$ cat src/oicq_regs.svh
`ifndef OICQ_REGS_SVH
`define OICQ_REGS_SVH
// Register byte offsets
`define OICQ_CTRL        8'h00
`define OICQ_STATUS      8'h04
`define OICQ_MASK        8'h08
`define OICQ_OCC         8'h0c
`define OICQ_POLICY0     8'h10
`define OICQ_MAP0        8'h20
`define OICQ_THR0        8'h38
`define OICQ_RATE0       8'h44
`define OICQ_CNT0        8'h80
// Field positions
`define OICQ_CTRL_EN     0
`define OICQ_CTRL_NETCTL 1
`define OICQ_POL_TOPDSCP 3
`define OICQ_EV_RATE     3
// Reset values
`define OICQ_CTRL_RST    32'h0000_0003
`define OICQ_MAP_LO_RST  32'h4567_89ab
`define OICQ_MAP_HI_RST  32'h0011_2233
`define OICQ_THR_RST     32'h100c_0804
`define OICQ_RATE_RST    32'h0000_4010
// Classes and sizes
`define OICQ_CLS_NETCTL  4'h0
`define OICQ_CLS_BEST    4'hf
`define OICQ_PORTS       4
`define OICQ_QUEUES      3
`define OICQ_CLASSES     16
`define OICQ_QDEPTH      5'h10
`define OICQ_CNT_MAX     16'hffff
// Timing
`define OICQ_CLK_MHZ     200
`define OICQ_REFRESH_NS  1000
`define OICQ_REFRESH_CYC ((`OICQ_REFRESH_NS * `OICQ_CLK_MHZ) / 1000)
`endif

$ cat src/oicq_pkg.sv
package oicq_pkg;
   // Classification type chosen by the access point's policy
   typedef enum logic [2:0] {
      MODE_DEFAULT,
      MODE_VLAN,
      MODE_DSCP,
      MODE_MIXED,
      MODE_FILTER
   } oicq_mode_t;
   typedef logic [3:0] oicq_cls_t;
   typedef logic [1:0] oicq_qid_t;
endpackage

$ cat src/oicq_mem.sv
`timescale 1ns/100ps
`default_nettype none
module oicq_mem (
   input  wire logic        ref_clk,
   input  wire logic        reset,
   input  wire logic        we,
   input  wire logic [5:0]  waddr,
   input  wire logic [31:0] wdata,
   input  wire logic        re,
   input  wire logic [5:0]  raddr,
   output logic [31:0]      rdata
);
   logic [31:0] mem_reg [64];
   logic [31:0] rdata_reg;

   // Storage has no reset, contents only matter once written
   always_ff @(posedge ref_clk) begin
      if (we) begin
         mem_reg[waddr] <= wdata;
      end
   end

   // Registered read port
   always_ff @(posedge ref_clk) begin
      if (reset) begin
         rdata_reg <= 32'h0000_0000;
      end else if (re) begin
         rdata_reg <= mem_reg[raddr];
      end
   end

   assign rdata = rdata_reg;
endmodule
`default_nettype wire

$ cat src/oicq_rate.sv
`timescale 1ns/100ps
`default_nettype none
module oicq_rate (
   input  wire logic       ref_clk,
   input  wire logic       reset,
   input  wire logic       ce,
   input  wire logic       tick,
   input  wire logic [7:0] rate,
   input  wire logic [7:0] burst,
   input  wire logic       take,
   output logic            ok,
   output logic            pause
);
   logic [7:0] bucket_reg;
   logic [7:0] bucket_next;
   logic [8:0] fill_sum;
   logic [7:0] base;
   logic       pause_reg;

   // Token bucket, one token per packet, refilled each tick
   always_comb begin
      fill_sum = {1'b0, bucket_reg} + {1'b0, rate};
      base = bucket_reg;
      if (tick) begin
         base = (fill_sum > {1'b0, burst}) ? burst : fill_sum[7:0];
      end
      bucket_next = base;
      if (take && ok && base != 8'h00) begin
         bucket_next = base - 8'h01;
      end
   end

   assign ok = bucket_reg != 8'h00;

   always_ff @(posedge ref_clk) begin
      if (reset) begin
         bucket_reg <= 8'h00;
      end else if (ce) begin
         bucket_reg <= bucket_next;
      end
   end

   // Pause request held until next refill; a new excess wins
   always_ff @(posedge ref_clk) begin
      if (reset) begin
         pause_reg <= 1'b0;
      end else if (ce) begin
         if (take && !ok) begin
            pause_reg <= 1'b1;
         end else if (tick) begin
            pause_reg <= 1'b0;
         end
      end
   end

   assign pause = pause_reg;
endmodule
`default_nettype wire

$ cat src/oicq_top.sv
`timescale 1ns/100ps
`default_nettype none
`include "oicq_regs.svh"
// Behaviour
// - Default policy puts packets in best effort
// - VLAN policy classifies on priority bits
// - DSCP policy classifies on DSCP bits
// - Mixed policy uses top definition's field only
// - Filter policy treated as best effort
// - Local packets on network ports get control
// - Sixteen classes: eight forwarding, two profiles
// - Three queues, four thresholds, class map
// - Default map per table, configurable per type
// - One drop counter per class mapping
// - Over threshold: drop and count
// - Strict priority, queue zero first
// - Within a queue no class distinction
// - Priority acts when bus is oversubscribed
// - Per-port rate limit, excess dropped, pause
module oicq_top
   import oicq_pkg::*;
(
   input  wire logic        ref_clk,
   input  wire logic        reset,
   input  wire logic        ce,
   input  wire logic [7:0]  reg_addr,
   input  wire logic [31:0] reg_wdata,
   input  wire logic        reg_wr,
   input  wire logic        reg_rd,
   output logic [31:0]      reg_rdata,
   input  wire logic        pkt_valid,
   output logic             pkt_ready,
   input  wire logic [1:0]  pkt_port,
   input  wire logic        pkt_net,
   input  wire logic        pkt_local,
   input  wire logic [2:0]  pkt_pcp,
   input  wire logic        pkt_dei,
   input  wire logic [5:0]  pkt_dscp,
   input  wire logic [31:0] pkt_data,
   output logic [3:0]       pause_req,
   output logic             bus_valid,
   input  wire logic        bus_ready,
   output logic [31:0]      bus_data,
   output logic [1:0]       bus_queue,
   output logic             irq
);
   ////////////////////////////////////////////////////////////////////
   // Functions
   function automatic logic hit(input logic [7:0] a,
                                input logic [7:0] base,
                                input int         i);
      return a == 8'(base + 8'(4 * i));
   endfunction

   // Priority code plus drop bit to class index
   function automatic oicq_cls_t cls_of(input logic [2:0] prio,
                                        input logic       out_prof);
      return {~prio, out_prof};
   endfunction

   function automatic logic [15:0] inc_sat(input logic [15:0] v);
      return (v == `OICQ_CNT_MAX) ? v : 16'(v + 16'h0001);
   endfunction

   ////////////////////////////////////////////////////////////////////
   // Registers
   logic [31:0] ctrl_reg;
   logic [31:0] status_reg;
   logic [31:0] mask_reg;
   logic [31:0] policy_reg [`OICQ_PORTS];
   logic [31:0] map_reg    [6];
   logic [31:0] thr_reg    [`OICQ_QUEUES];
   logic [31:0] rate_reg   [`OICQ_PORTS];
   logic [15:0] cnt_reg    [`OICQ_CLASSES];
   logic [31:0] rd_mux;
   logic [31:0] status_next;
   logic [3:0]  ev;
   logic        en;
   logic        wr;

   assign en = ctrl_reg[`OICQ_CTRL_EN];
   assign wr = reg_wr && ce;

   // Configuration writes
   always_ff @(posedge ref_clk) begin
      if (reset) begin
         ctrl_reg <= `OICQ_CTRL_RST;
         mask_reg <= 32'h0000_0000;
         for (int i = 0; i < `OICQ_PORTS; i++) begin
            policy_reg[i] <= 32'h0000_0000;
            rate_reg[i] <= `OICQ_RATE_RST;
         end
         for (int i = 0; i < 3; i++) begin
            map_reg[2 * i] <= `OICQ_MAP_LO_RST;
            map_reg[2 * i + 1] <= `OICQ_MAP_HI_RST;
            thr_reg[i] <= `OICQ_THR_RST;
         end
      end else if (wr) begin
         if (reg_addr == `OICQ_CTRL) ctrl_reg <= reg_wdata;
         if (reg_addr == `OICQ_MASK) mask_reg <= reg_wdata;
         for (int i = 0; i < `OICQ_PORTS; i++) begin
            if (hit(reg_addr, `OICQ_POLICY0, i)) policy_reg[i] <= reg_wdata;
            if (hit(reg_addr, `OICQ_RATE0, i)) rate_reg[i] <= reg_wdata;
         end
         for (int i = 0; i < 6; i++) begin
            if (hit(reg_addr, `OICQ_MAP0, i)) map_reg[i] <= reg_wdata;
         end
         for (int i = 0; i < `OICQ_QUEUES; i++) begin
            if (hit(reg_addr, `OICQ_THR0, i)) thr_reg[i] <= reg_wdata;
         end
      end
   end

   // Sticky status, write one to clear; a new event wins
   always_comb begin
      status_next = status_reg;
      if (wr && reg_addr == `OICQ_STATUS) begin
         status_next = status_reg & ~reg_wdata;
      end
      status_next[3:0] = status_next[3:0] | ev;
   end

   always_ff @(posedge ref_clk) begin
      if (reset) begin
         status_reg <= 32'h0000_0000;
      end else if (ce) begin
         status_reg <= status_next;
      end
   end

   assign irq = |(status_reg & mask_reg);

   ////////////////////////////////////////////////////////////////////
   // Queue state
   logic [4:0] fill_reg [`OICQ_QUEUES];
   logic [3:0] head_reg [`OICQ_QUEUES];
   logic [3:0] tail_reg [`OICQ_QUEUES];

   // Read mux; unmapped addresses return zero
   always_comb begin
      rd_mux = 32'h0000_0000;
      if (reg_addr == `OICQ_CTRL) rd_mux = ctrl_reg;
      if (reg_addr == `OICQ_STATUS) rd_mux = status_reg;
      if (reg_addr == `OICQ_MASK) rd_mux = mask_reg;
      if (reg_addr == `OICQ_OCC) begin
         rd_mux = {8'h00, 3'h0, fill_reg[2], 3'h0, fill_reg[1],
                   3'h0, fill_reg[0]};
      end
      for (int i = 0; i < `OICQ_PORTS; i++) begin
         if (hit(reg_addr, `OICQ_POLICY0, i)) rd_mux = policy_reg[i];
         if (hit(reg_addr, `OICQ_RATE0, i)) rd_mux = rate_reg[i];
      end
      for (int i = 0; i < 6; i++) begin
         if (hit(reg_addr, `OICQ_MAP0, i)) rd_mux = map_reg[i];
      end
      for (int i = 0; i < `OICQ_QUEUES; i++) begin
         if (hit(reg_addr, `OICQ_THR0, i)) rd_mux = thr_reg[i];
      end
      for (int i = 0; i < `OICQ_CLASSES; i++) begin
         if (hit(reg_addr, `OICQ_CNT0, i)) rd_mux = {16'h0000, cnt_reg[i]};
      end
   end

   // Read data stands only in the cycle after the strobe
   always_ff @(posedge ref_clk) begin
      if (reset) begin
         reg_rdata <= 32'h0000_0000;
      end else if (ce) begin
         reg_rdata <= reg_rd ? rd_mux : 32'h0000_0000;
      end
   end

   ////////////////////////////////////////////////////////////////////
   // Rate limiting ahead of classification
   logic [7:0] tick_cnt_reg;
   logic       tick;
   logic [3:0] rate_ok;
   logic       acc;

   assign pkt_ready = ce;
   assign acc = pkt_valid && ce && en;
   assign tick = tick_cnt_reg == 8'(`OICQ_REFRESH_CYC - 1);

   // Common refill tick for all buckets
   always_ff @(posedge ref_clk) begin
      if (reset) begin
         tick_cnt_reg <= 8'h00;
      end else if (ce) begin
         tick_cnt_reg <= tick ? 8'h00 : 8'(tick_cnt_reg + 8'h01);
      end
   end

   for (genvar g = 0; g < `OICQ_PORTS; g++) begin : g_rate
      oicq_rate u_rate (
         .ref_clk (ref_clk),
         .reset   (reset),
         .ce      (ce),
         .tick    (tick),
         .rate    (rate_reg[g][7:0]),
         .burst   (rate_reg[g][15:8]),
         .take    (acc && pkt_port == 2'(g)),
         .ok      (rate_ok[g]),
         .pause   (pause_req[g])
      );
   end

   ////////////////////////////////////////////////////////////////////
   // Classification
   oicq_mode_t mode;
   oicq_cls_t  cls;
   logic [1:0] map_sel;
   logic [3:0] entry;
   oicq_qid_t  qsel;
   logic [4:0] level;
   logic       top_dscp;

   always_comb begin
      mode = oicq_mode_t'(policy_reg[pkt_port][2:0]);
      top_dscp = policy_reg[pkt_port][`OICQ_POL_TOPDSCP];
      cls = `OICQ_CLS_BEST;
      map_sel = 2'd0;
      unique case (mode)
         MODE_DEFAULT: cls = `OICQ_CLS_BEST;
         MODE_FILTER:  cls = `OICQ_CLS_BEST;
         MODE_VLAN: begin
            cls = cls_of(pkt_pcp, pkt_dei);
            map_sel = 2'd1;
         end
         MODE_DSCP: begin
            cls = cls_of(pkt_dscp[5:3], pkt_dscp[1]);
            map_sel = 2'd2;
         end
         MODE_MIXED: begin
            // Only the top definition's field counts
            cls = top_dscp ? cls_of(pkt_dscp[5:3], pkt_dscp[1])
                           : cls_of(pkt_pcp, pkt_dei);
            map_sel = top_dscp ? 2'd2 : 2'd1;
         end
         default: cls = `OICQ_CLS_BEST;
      endcase
      if (ctrl_reg[`OICQ_CTRL_NETCTL] && pkt_net && pkt_local) begin
         cls = `OICQ_CLS_NETCTL;
      end
   end

   // Class to queue and threshold index, per classification type
   always_comb begin
      entry = map_reg[{map_sel, cls[3]}][{cls[2:0], 2'b00} +: 4];
      // Unused queue code folds onto queue zero
      qsel = (entry[3:2] == 2'd3) ? 2'd0 : entry[3:2];
      level = thr_reg[qsel][{entry[1:0], 3'b000} +: 5];
   end

   ////////////////////////////////////////////////////////////////////
   // Admission
   logic admit;
   logic drop_ev;
   logic rate_drop;

   assign rate_drop = acc && !rate_ok[pkt_port];
   assign admit = acc && rate_ok[pkt_port] && fill_reg[qsel] < level
                  && fill_reg[qsel] < `OICQ_QDEPTH;
   assign drop_ev = acc && rate_ok[pkt_port] && !admit;

   always_comb begin
      ev = 4'h0;
      ev[`OICQ_EV_RATE] = rate_drop;
      if (drop_ev) ev[qsel] = 1'b1;
   end

   // One saturating counter per class mapping
   always_ff @(posedge ref_clk) begin
      if (reset) begin
         for (int i = 0; i < `OICQ_CLASSES; i++) begin
            cnt_reg[i] <= 16'h0000;
         end
      end else if (drop_ev) begin
         cnt_reg[cls] <= inc_sat(cnt_reg[cls]);
      end
   end

   ////////////////////////////////////////////////////////////////////
   // Scheduling
   logic       rd_issue;
   logic       rd_pend_reg;
   oicq_qid_t  sel;
   logic       any;
   logic       bus_valid_reg;
   logic [1:0] bus_queue_reg;
   logic [5:0] waddr;
   logic [5:0] raddr;

   // Lowest-numbered nonempty queue wins; class is gone by now
   always_comb begin
      sel = 2'd0;
      if (fill_reg[0] == 5'h00) begin
         sel = (fill_reg[1] != 5'h00) ? 2'd1 : 2'd2;
      end
      any = fill_reg[0] != 5'h00 || fill_reg[1] != 5'h00
            || fill_reg[2] != 5'h00;
   end

   // Bus back-pressure makes queues fill, so priority decides
   assign rd_issue = ce && en && any && !bus_valid_reg
                     && !rd_pend_reg;
   assign waddr = {qsel, tail_reg[qsel]};
   assign raddr = {sel, head_reg[sel]};

   // FIFO pointers and fills per queue
   always_ff @(posedge ref_clk) begin
      if (reset) begin
         for (int q = 0; q < `OICQ_QUEUES; q++) begin
            fill_reg[q] <= 5'h00;
            head_reg[q] <= 4'h0;
            tail_reg[q] <= 4'h0;
         end
      end else begin
         for (int q = 0; q < `OICQ_QUEUES; q++) begin
            if (admit && qsel == 2'(q)) begin
               tail_reg[q] <= 4'(tail_reg[q] + 4'h1);
            end
            if (rd_issue && sel == 2'(q)) begin
               head_reg[q] <= 4'(head_reg[q] + 4'h1);
            end
            fill_reg[q] <= 5'(fill_reg[q]
                              + 5'(admit && qsel == 2'(q))
                              - 5'(rd_issue && sel == 2'(q)));
         end
      end
   end

   // Output stage, one packet in flight
   always_ff @(posedge ref_clk) begin
      if (reset) begin
         rd_pend_reg <= 1'b0;
         bus_valid_reg <= 1'b0;
         bus_queue_reg <= 2'd0;
      end else if (ce) begin
         rd_pend_reg <= rd_issue;
         if (rd_issue) bus_queue_reg <= sel;
         if (rd_pend_reg) begin
            bus_valid_reg <= 1'b1;
         end else if (bus_ready) begin
            bus_valid_reg <= 1'b0;
         end
      end
   end

   assign bus_valid = bus_valid_reg;
   assign bus_queue = bus_queue_reg;

   oicq_mem u_mem (
      .ref_clk (ref_clk),
      .reset   (reset),
      .we      (admit),
      .waddr   (waddr),
      .wdata   (pkt_data),
      .re      (rd_issue),
      .raddr   (raddr),
      .rdata   (bus_data)
   );

   ////////////////////////////////////////////////////////////////////
   // Assertions
   logic [15:0] cnt_sel;
   assign cnt_sel = cnt_reg[cls];
endmodule
`default_nettype wire

$ cat config.mk
export PLATFORM = sky130hd
export DESIGN_NAME = oicq_top
export DESIGN_NICKNAME = d
export VERILOG_FILES = /design/src/oicq_pkg.sv /design/src/oicq_mem.sv /design/src/oicq_rate.sv /design/src/oicq_top.sv
export VERILOG_INCLUDE_DIRS = /design/src /design/src/src
export SDC_FILE = /design/constraint.sdc
export NUM_CORES = 2
export LEC_CHECK = 0
export BUFFER_PORTS_ARGS = -buffer_cell sky130_fd_sc_hd__buf_2
export CAP_MARGIN = 20
export CORE_MARGIN = 3
export CORE_UTILIZATION = 56
export DETAILED_ROUTE_END_ITERATION = 16
export GPL_TIMING_DRIVEN = 0
export HOLD_SLACK_MARGIN = 0.08
export PLACE_DENSITY_LB_ADDON = 0.2
export SLEW_MARGIN = 0
export SYNTH_ARGS = -nofsm -noshare
export SYNTH_HDL_FRONTEND = slang
export SYNTH_SLANG_ARGS = --single-unit
$ cat constraint.sdc
create_clock -name ref_clk -period 9.59 [get_ports ref_clk]
set_clock_uncertainty 0.1 [all_clocks]
set_input_delay 0.4795 -clock ref_clk [delete_from_list [all_inputs] [get_ports ref_clk]]
set_output_delay 0.4795 -clock ref_clk [all_outputs]
set_load 0.01 [all_outputs]
### After elaboration in Yosys (flattened, before gate mapping)

Memory sizes are Yosys's and may differ from the RTL's. A register that Yosys moved wholly into a read port is not among the register bits.
Cells that the tools add are included.

* register bits: 176
* memory bits (writable): 2887
* bits of input ports: 93
* output and inout port bits: 73
* word-level logic and storage cells: 417
* memories: 9

Memory list
* u_mem.mem_reg: depth 64, bits a word 32, read ports 1, clocked after memory_dff 1, wr ports 1, line oicq_mem.sv:13 `logic [31:0] mem_reg [64];`
* cnt_reg: depth 16, bits a word 16, read ports 17, clocked after memory_dff 0, wr ports 16, line oicq_top.sv:74 `` logic [15:0] cnt_reg [`OICQ_CLASSES]; ``
* map_reg: depth 6, bits a word 32, read ports 7, clocked after memory_dff 0, wr ports 6, line oicq_top.sv:71 `logic [31:0] map_reg [6];`
* policy_reg: depth 4, bits a word 32, read ports 5, clocked after memory_dff 0, wr ports 4, line oicq_top.sv:70 `` logic [31:0] policy_reg [`OICQ_PORTS]; ``
* rate_reg: depth 4, bits a word 32, read ports 4, clocked after memory_dff 0, wr ports 4, line oicq_top.sv:73 `` logic [31:0] rate_reg [`OICQ_PORTS]; ``
* thr_reg: depth 3, bits a word 32, read ports 4, clocked after memory_dff 0, wr ports 3, line oicq_top.sv:72 `` logic [31:0] thr_reg [`OICQ_QUEUES]; ``
* +3 memories

* $add $sub $neg: 22
* $lt $le $gt $ge: 9
* eq/ne operators: 49
* shift-type cells: 2
* mux-type cells: 196
* bitwise logic cells: 33
* reduce and logical (&&, ||, !) cells: 80

Operator list (count)
* 32-bit two-way mux: 55
* 8-bit equality test (second input constant): 17
* 1-bit two-way mux: 104
* 8-bit two-way mux: 13
* 32-bit AND: 2
* 8-bit by 6-bit equality test with 1-bit output (second input constant): 8
* 8-bit nonzero test: 8
* 4-bit two-way mux: 11
* 8-bit by 7-bit equality test with 1-bit output (second input constant): 5
* 1-bit logical AND: 38
* 8-bit by 8-bit adder with 9-bit output: 4
* 9-bit by 8-bit greater-than comparator with 1-bit output: 4
* 8-bit by 5-bit equality test with 1-bit output (second input constant): 4
* 16-bit two-way mux: 2
* 32-bit inverter: 1
* 32-bit OR reduction: 1
* 32-bit by 6-bit variable part select with 4-bit output: 1
* 32-bit by 6-bit variable part select with 5-bit output: 1
* 8-bit by 1-bit subtractor with 8-bit output (second input constant): 4
* 1-bit OR: 26
* 4-bit by 1-bit adder with 4-bit output (second input constant): 6
* 2-bit AND reduction: 9
* 16-bit by 1-bit adder with 16-bit output (second input constant): 1
* 16-bit equality test (second input constant): 1
* 29 further kinds: 65

### Depth between registers and ports, before layout

* word-level depth: 39
* mapped depth: 44
* mapped depth without buffers: 34

### Hierarchy

Synthesis repeated with hierarchy kept, for this count alone.

* cells, all modules: 8941
* area total of the unflattened synthesis: 134397.6 um2

By module, submodules not included
* oicq_mem: instances 1, cells an instance 3690, area an instance 80174.4 um2
* oicq_top: instances 1, cells an instance 4563, area an instance 48768.0 um2
* oicq_rate: instances 4, cells an instance 172, area an instance 1363.8 um2

### Worst setup path before layout

No wires, ideal clock.

* path kind: input port to flip-flop
* start point: in pkt_port[0]
* end point: mem u_mem.mem_reg[16][0], enable pin
* data arrival time: 8.417 ns
* required time: 9.069 ns
* slack: 0.652 ns
* stages: 34
* path buffers: 12
* path through: buf_6 -> mux4_2 -> a21boi_4 -> buf_6 -> nand2_1 -> clkbuf_1 -> clkbuf_1 -> buf_1 -> clkbuf_1 -> nand2_1 -> nand3_1 -> a21oi_1 -> o41ai_1 -> o21ai_0 -> mux2i_1 -> ha_1 -> clkbuf_1 -> clkbuf_1 -> clkbuf_1 -> buf_1 -> a21oi_1 -> o211ai_1 -> o21ai_0 -> ha_1 -> a21oi_1 -> nor2b_1 -> o21ai_0 -> nand4_1 -> a311oi_1 -> a211o_1 -> buf_2 -> buf_2 -> nand3_1 -> nor2_1

* longest elaborated chain between the ends: 15
* elaborated cells on any way between the ends: 26

RTL lines
* start: declaration: line oicq_top.sv:33 `input wire logic [1:0] pkt_port,`
* memory read 4 x 32 bit
* 3-bit by 2-bit equality test with 1-bit output (tied with other cells): line oicq_top.sv:222 `unique case (mode)`
* 4-bit one-hot mux with 3 select lines: line oicq_top.sv:222
* 4-bit two-way mux: line oicq_top.sv:241 `` if (ctrl_reg[`OICQ_CTRL_NETCTL] && pkt_net && pkt_local) begin ``
* memory read 6 x 32 bit
* 32-bit by 6-bit variable part select with 4-bit output: line oicq_top.sv:248 `entry = map_reg[{map_sel, cls[3]}][{cls[2:0], 2'b00} +: 4];`
* 2-bit equality test: line oicq_top.sv:250 `qsel = (entry[3:2] == 2'd3) ? 2'd0 : entry[3:2];`
* 2-bit two-way mux: line oicq_top.sv:250
* memory read 3 x 32 bit
* 32-bit by 6-bit variable part select with 5-bit output: line oicq_top.sv:251 `level = thr_reg[qsel][{entry[1:0], 3'b000} +: 5];`
* 5-bit less-than comparator: line oicq_top.sv:261 `assign admit = acc && rate_ok[pkt_port] && fill_reg[qsel] < level`
* 1-bit logical AND: line oicq_top.sv:261
* 1-bit logical AND (no line)
* 1-bit two-way mux: line oicq_mem.sv:18 `if (we) begin`
* 1-bit two-way mux (not written as such): line oicq_mem.sv:19 `mem_reg[waddr] <= wdata;`
* end: declaration: line oicq_mem.sv:13

Several ways; a longest one is shown, not always the timed one. The select of a mux whose other input is x is not followed.

==> results.tsv <==
metric	value	unit
drt_wl_total	503000	um
violations	setup timing	
core_area	201000	um2
place_ws	-4.88	ns
grt_util_all_layers	0.460	
clk_latency	0.96	ns
crit_path_end_kind	flop	
start_util	0.566	
required	10.13	ns
fmax	102	MHz
clockBufferDepth	4	
tightest_slew	1.43	ns
grtUsageMet3	0.135	
regArea	75300	um2
cap_viol_max_count	0	
cp-start-kind	flop	
cts_sinks	2583	
async_flop_share	0	
antenna_found_initial	48	
first_pass_iters	9	
synth_area_leaders	edfxtp_1, mux4_2, dfxtp_1	
fillers	14075	
viasPerCell	7.38	
largest_reg_flops	1536	
dieHeight	457	um
dieArea	209000	um2
layout-drive-gt1-share	0.162	
vias	86173	
power_density	283	nW/um2
syn_area	114000	um2
drc	0	
cp_slowest_stage_delay	0.78	ns
synthesis.nets	8295	
setup_slack	-0.206	ns
critPathKind	reg2reg	
max_slew_margin	0.0471	
row_count	164	
grt_use_met2	0.688	
finalSetupTns	-49.09	ns
dpl-instance-area	121000	um2
synthFlopType	edfxtp_1	
hold_ws	0.143	ns
ys_ff_latch	2583	
avgSynthCellArea	14.1	um2
grtUsageMet1	0.575	
detailed_place_hpwl	341000	um
hold_viol	0	
syn-instance-count	8090	
cts-root-buf	clkbuf_16	
ys_warn_count	0	
globalplace.congestion	1.06	
grt_busiest_layer	met2	
nNetsFinal	8994	
grt_pass1_vias	79982	
yosys.cell_types.count	101	
synth_edf_count	2360	
worstPathArrival	10.34	ns
syn_to_final_growth	15.7	%
first_iter_violations	15739	
clkTransAtPathRegs	0.06	ns
io_pins	166	
multi_input_area	36500	um2
stdcell_area	132000	um2
ys_seq_area_frac	0.662	
fin_crit	9.80	ns
grt_overflow	0	
cts_tree	done	
final-setup-viol-count	615	
die_w	457	um
synth_top_area_frac	0.623	
hold_class	in2reg	
grt_max_degree	49	
irDropWorstVdd	0.276	mV
wl_per_cell	43.1	um
slew_viol_final	0	
yosysTopAreaCell	edfxtp_1	
grt_pass1_wl	660000	um
portBuffers	160	
cts_max_level	5	
power_leakage	0.0444	uW
cts_buffers	282	
cp_slowest_cell	clkbuf_1	
fin_util	0.655	
status	finished with violations	
antenna_left	0	
path_max_fanout	18	
fin_crit_sh	1.02	
-- kinds of logic (layout without fill, tap and decap cells) --
kind of cell    count (synthesis)  in the layout  share of synthesized area
other cells                     0             27                          0
xor+xnor                       69             69                    0.00551
buf+inv                       715           1618                     0.0254
simple gates                 2443           2443                      0.102
flops                        2583           2583                      0.662
compound gates               1541           1542                     0.0941
mux                           627            627                     0.0981
fa+ha+maj                     112            112                     0.0128
-- worst paths after layout --
kind	from	end	slack [ns]	cells past startpoint
setup reg to reg	policy_reg[0][2]	u_mem.mem_reg[1][11]	-0.21	28
setup / recovery	policy_reg[0][2]	u_mem.mem_reg[1][11]	-0.21	28
hold / removal	ce	g_rate[3].u_rate.pause	0.14	3
hold reg to reg	status_reg[17]	status_reg[17]	0.36	2
-- layout make-up --
class | instances | area share
Sequential cell | 2583 | 0.572
Clock buffer | 368 | 0.0584
Tap cell | 2656 | 0.0252
Inverter | 148 | 0.00422
Antenna cell | 27 | 0.000513
Multi-Input combinational cell | 4793 | 0.278
Clock inverter | 121 | 0.00791
Timing Repair Buffer | 418 | 0.0350
Buffer | 563 | 0.0187
-- through the flow --
step | power [uW] | cells
after global placement | 24800 | 10906
after CTS | 36200 | 11594
after floorplan | 20000 | 8090
after detailed placement | 25400 | 11047
after global routing | 37600 | 11652
final | 37300 | 11677
-- critical path: cells and delay by family (launching register included) --
family	cells	cell delay (ns)
buffers and inverters	10	3.23
muxes	3	0.56
DFF	1	0.54
adders and majority gates	2	0.66
AOI/OAI and AO/OA	7	1.88
and+or+nand+nor	6	2.40
-- where the power goes --
part	switching, uW	leakage (uW)	internal, uW
clock	4670	0.00426	6100
sequential	329	0.0237	12600
combinational	8910	0.0164	4600
-- routing by layer --
| layer | vias to the layer above | part of all wire |
|---|---|---|
| met4 | 24 | 0.10 |
| met2 | 8578 | 0.44 |
| li1 | 32823 | - |
| met3 | 2060 | 0.14 |
| met5 | - | 0.00039 |
| met1 | 42688 | 0.32 |
-- layout by cell type, fill, tap and decap left out, drive strengths merged, types with 29 or more instances in the layout --
master          n
a21oi         330
clkbuf        775
dfxtp         223
nor4           42
and2          418
nand3         181
mux4          389
a221o          38
nor2b          67
o21ai         253
nor2          676
buf           520
a221oi         83
a311oi         47
a32oi          61
nand2         727
xnor2          45
a222oi         42
a22oi         134
mux2i         220
and3           35
or3            95
a211oi        126
o211ai         37
o221ai         32
inv           150
o22ai          91
or2            29
nor3           68
clkinv         95
nand4          40
edfxtp       2360
dlygate4sd3    53
ha            105
a31oi          58
-- Yosys cell counts (95+ instances only) --
cell type     n
nand2_1     727
or3_1        95
nor2_1      676
o21ai_0     250
a211oi_1    125
edfxtp_1   2360
inv_1       147
clkbuf_1    409
a22oi_1     134
nand3_1     181
dfxtp_1     223
and2_1      417
a21oi_1     328
ha_1        105
mux2i_1     220
mux4_2      389
-- timing repair --
action,CTS,global route
setup endpoints to repair,2091,984
cloned,1,0
buffers inserted,23,5
pin swaps,22,5
endpoints found under the hold margin,174,434
hold buffers,36,17
resized for setup,101,34
Note: power is estimated with default switching activity, not from simulation.
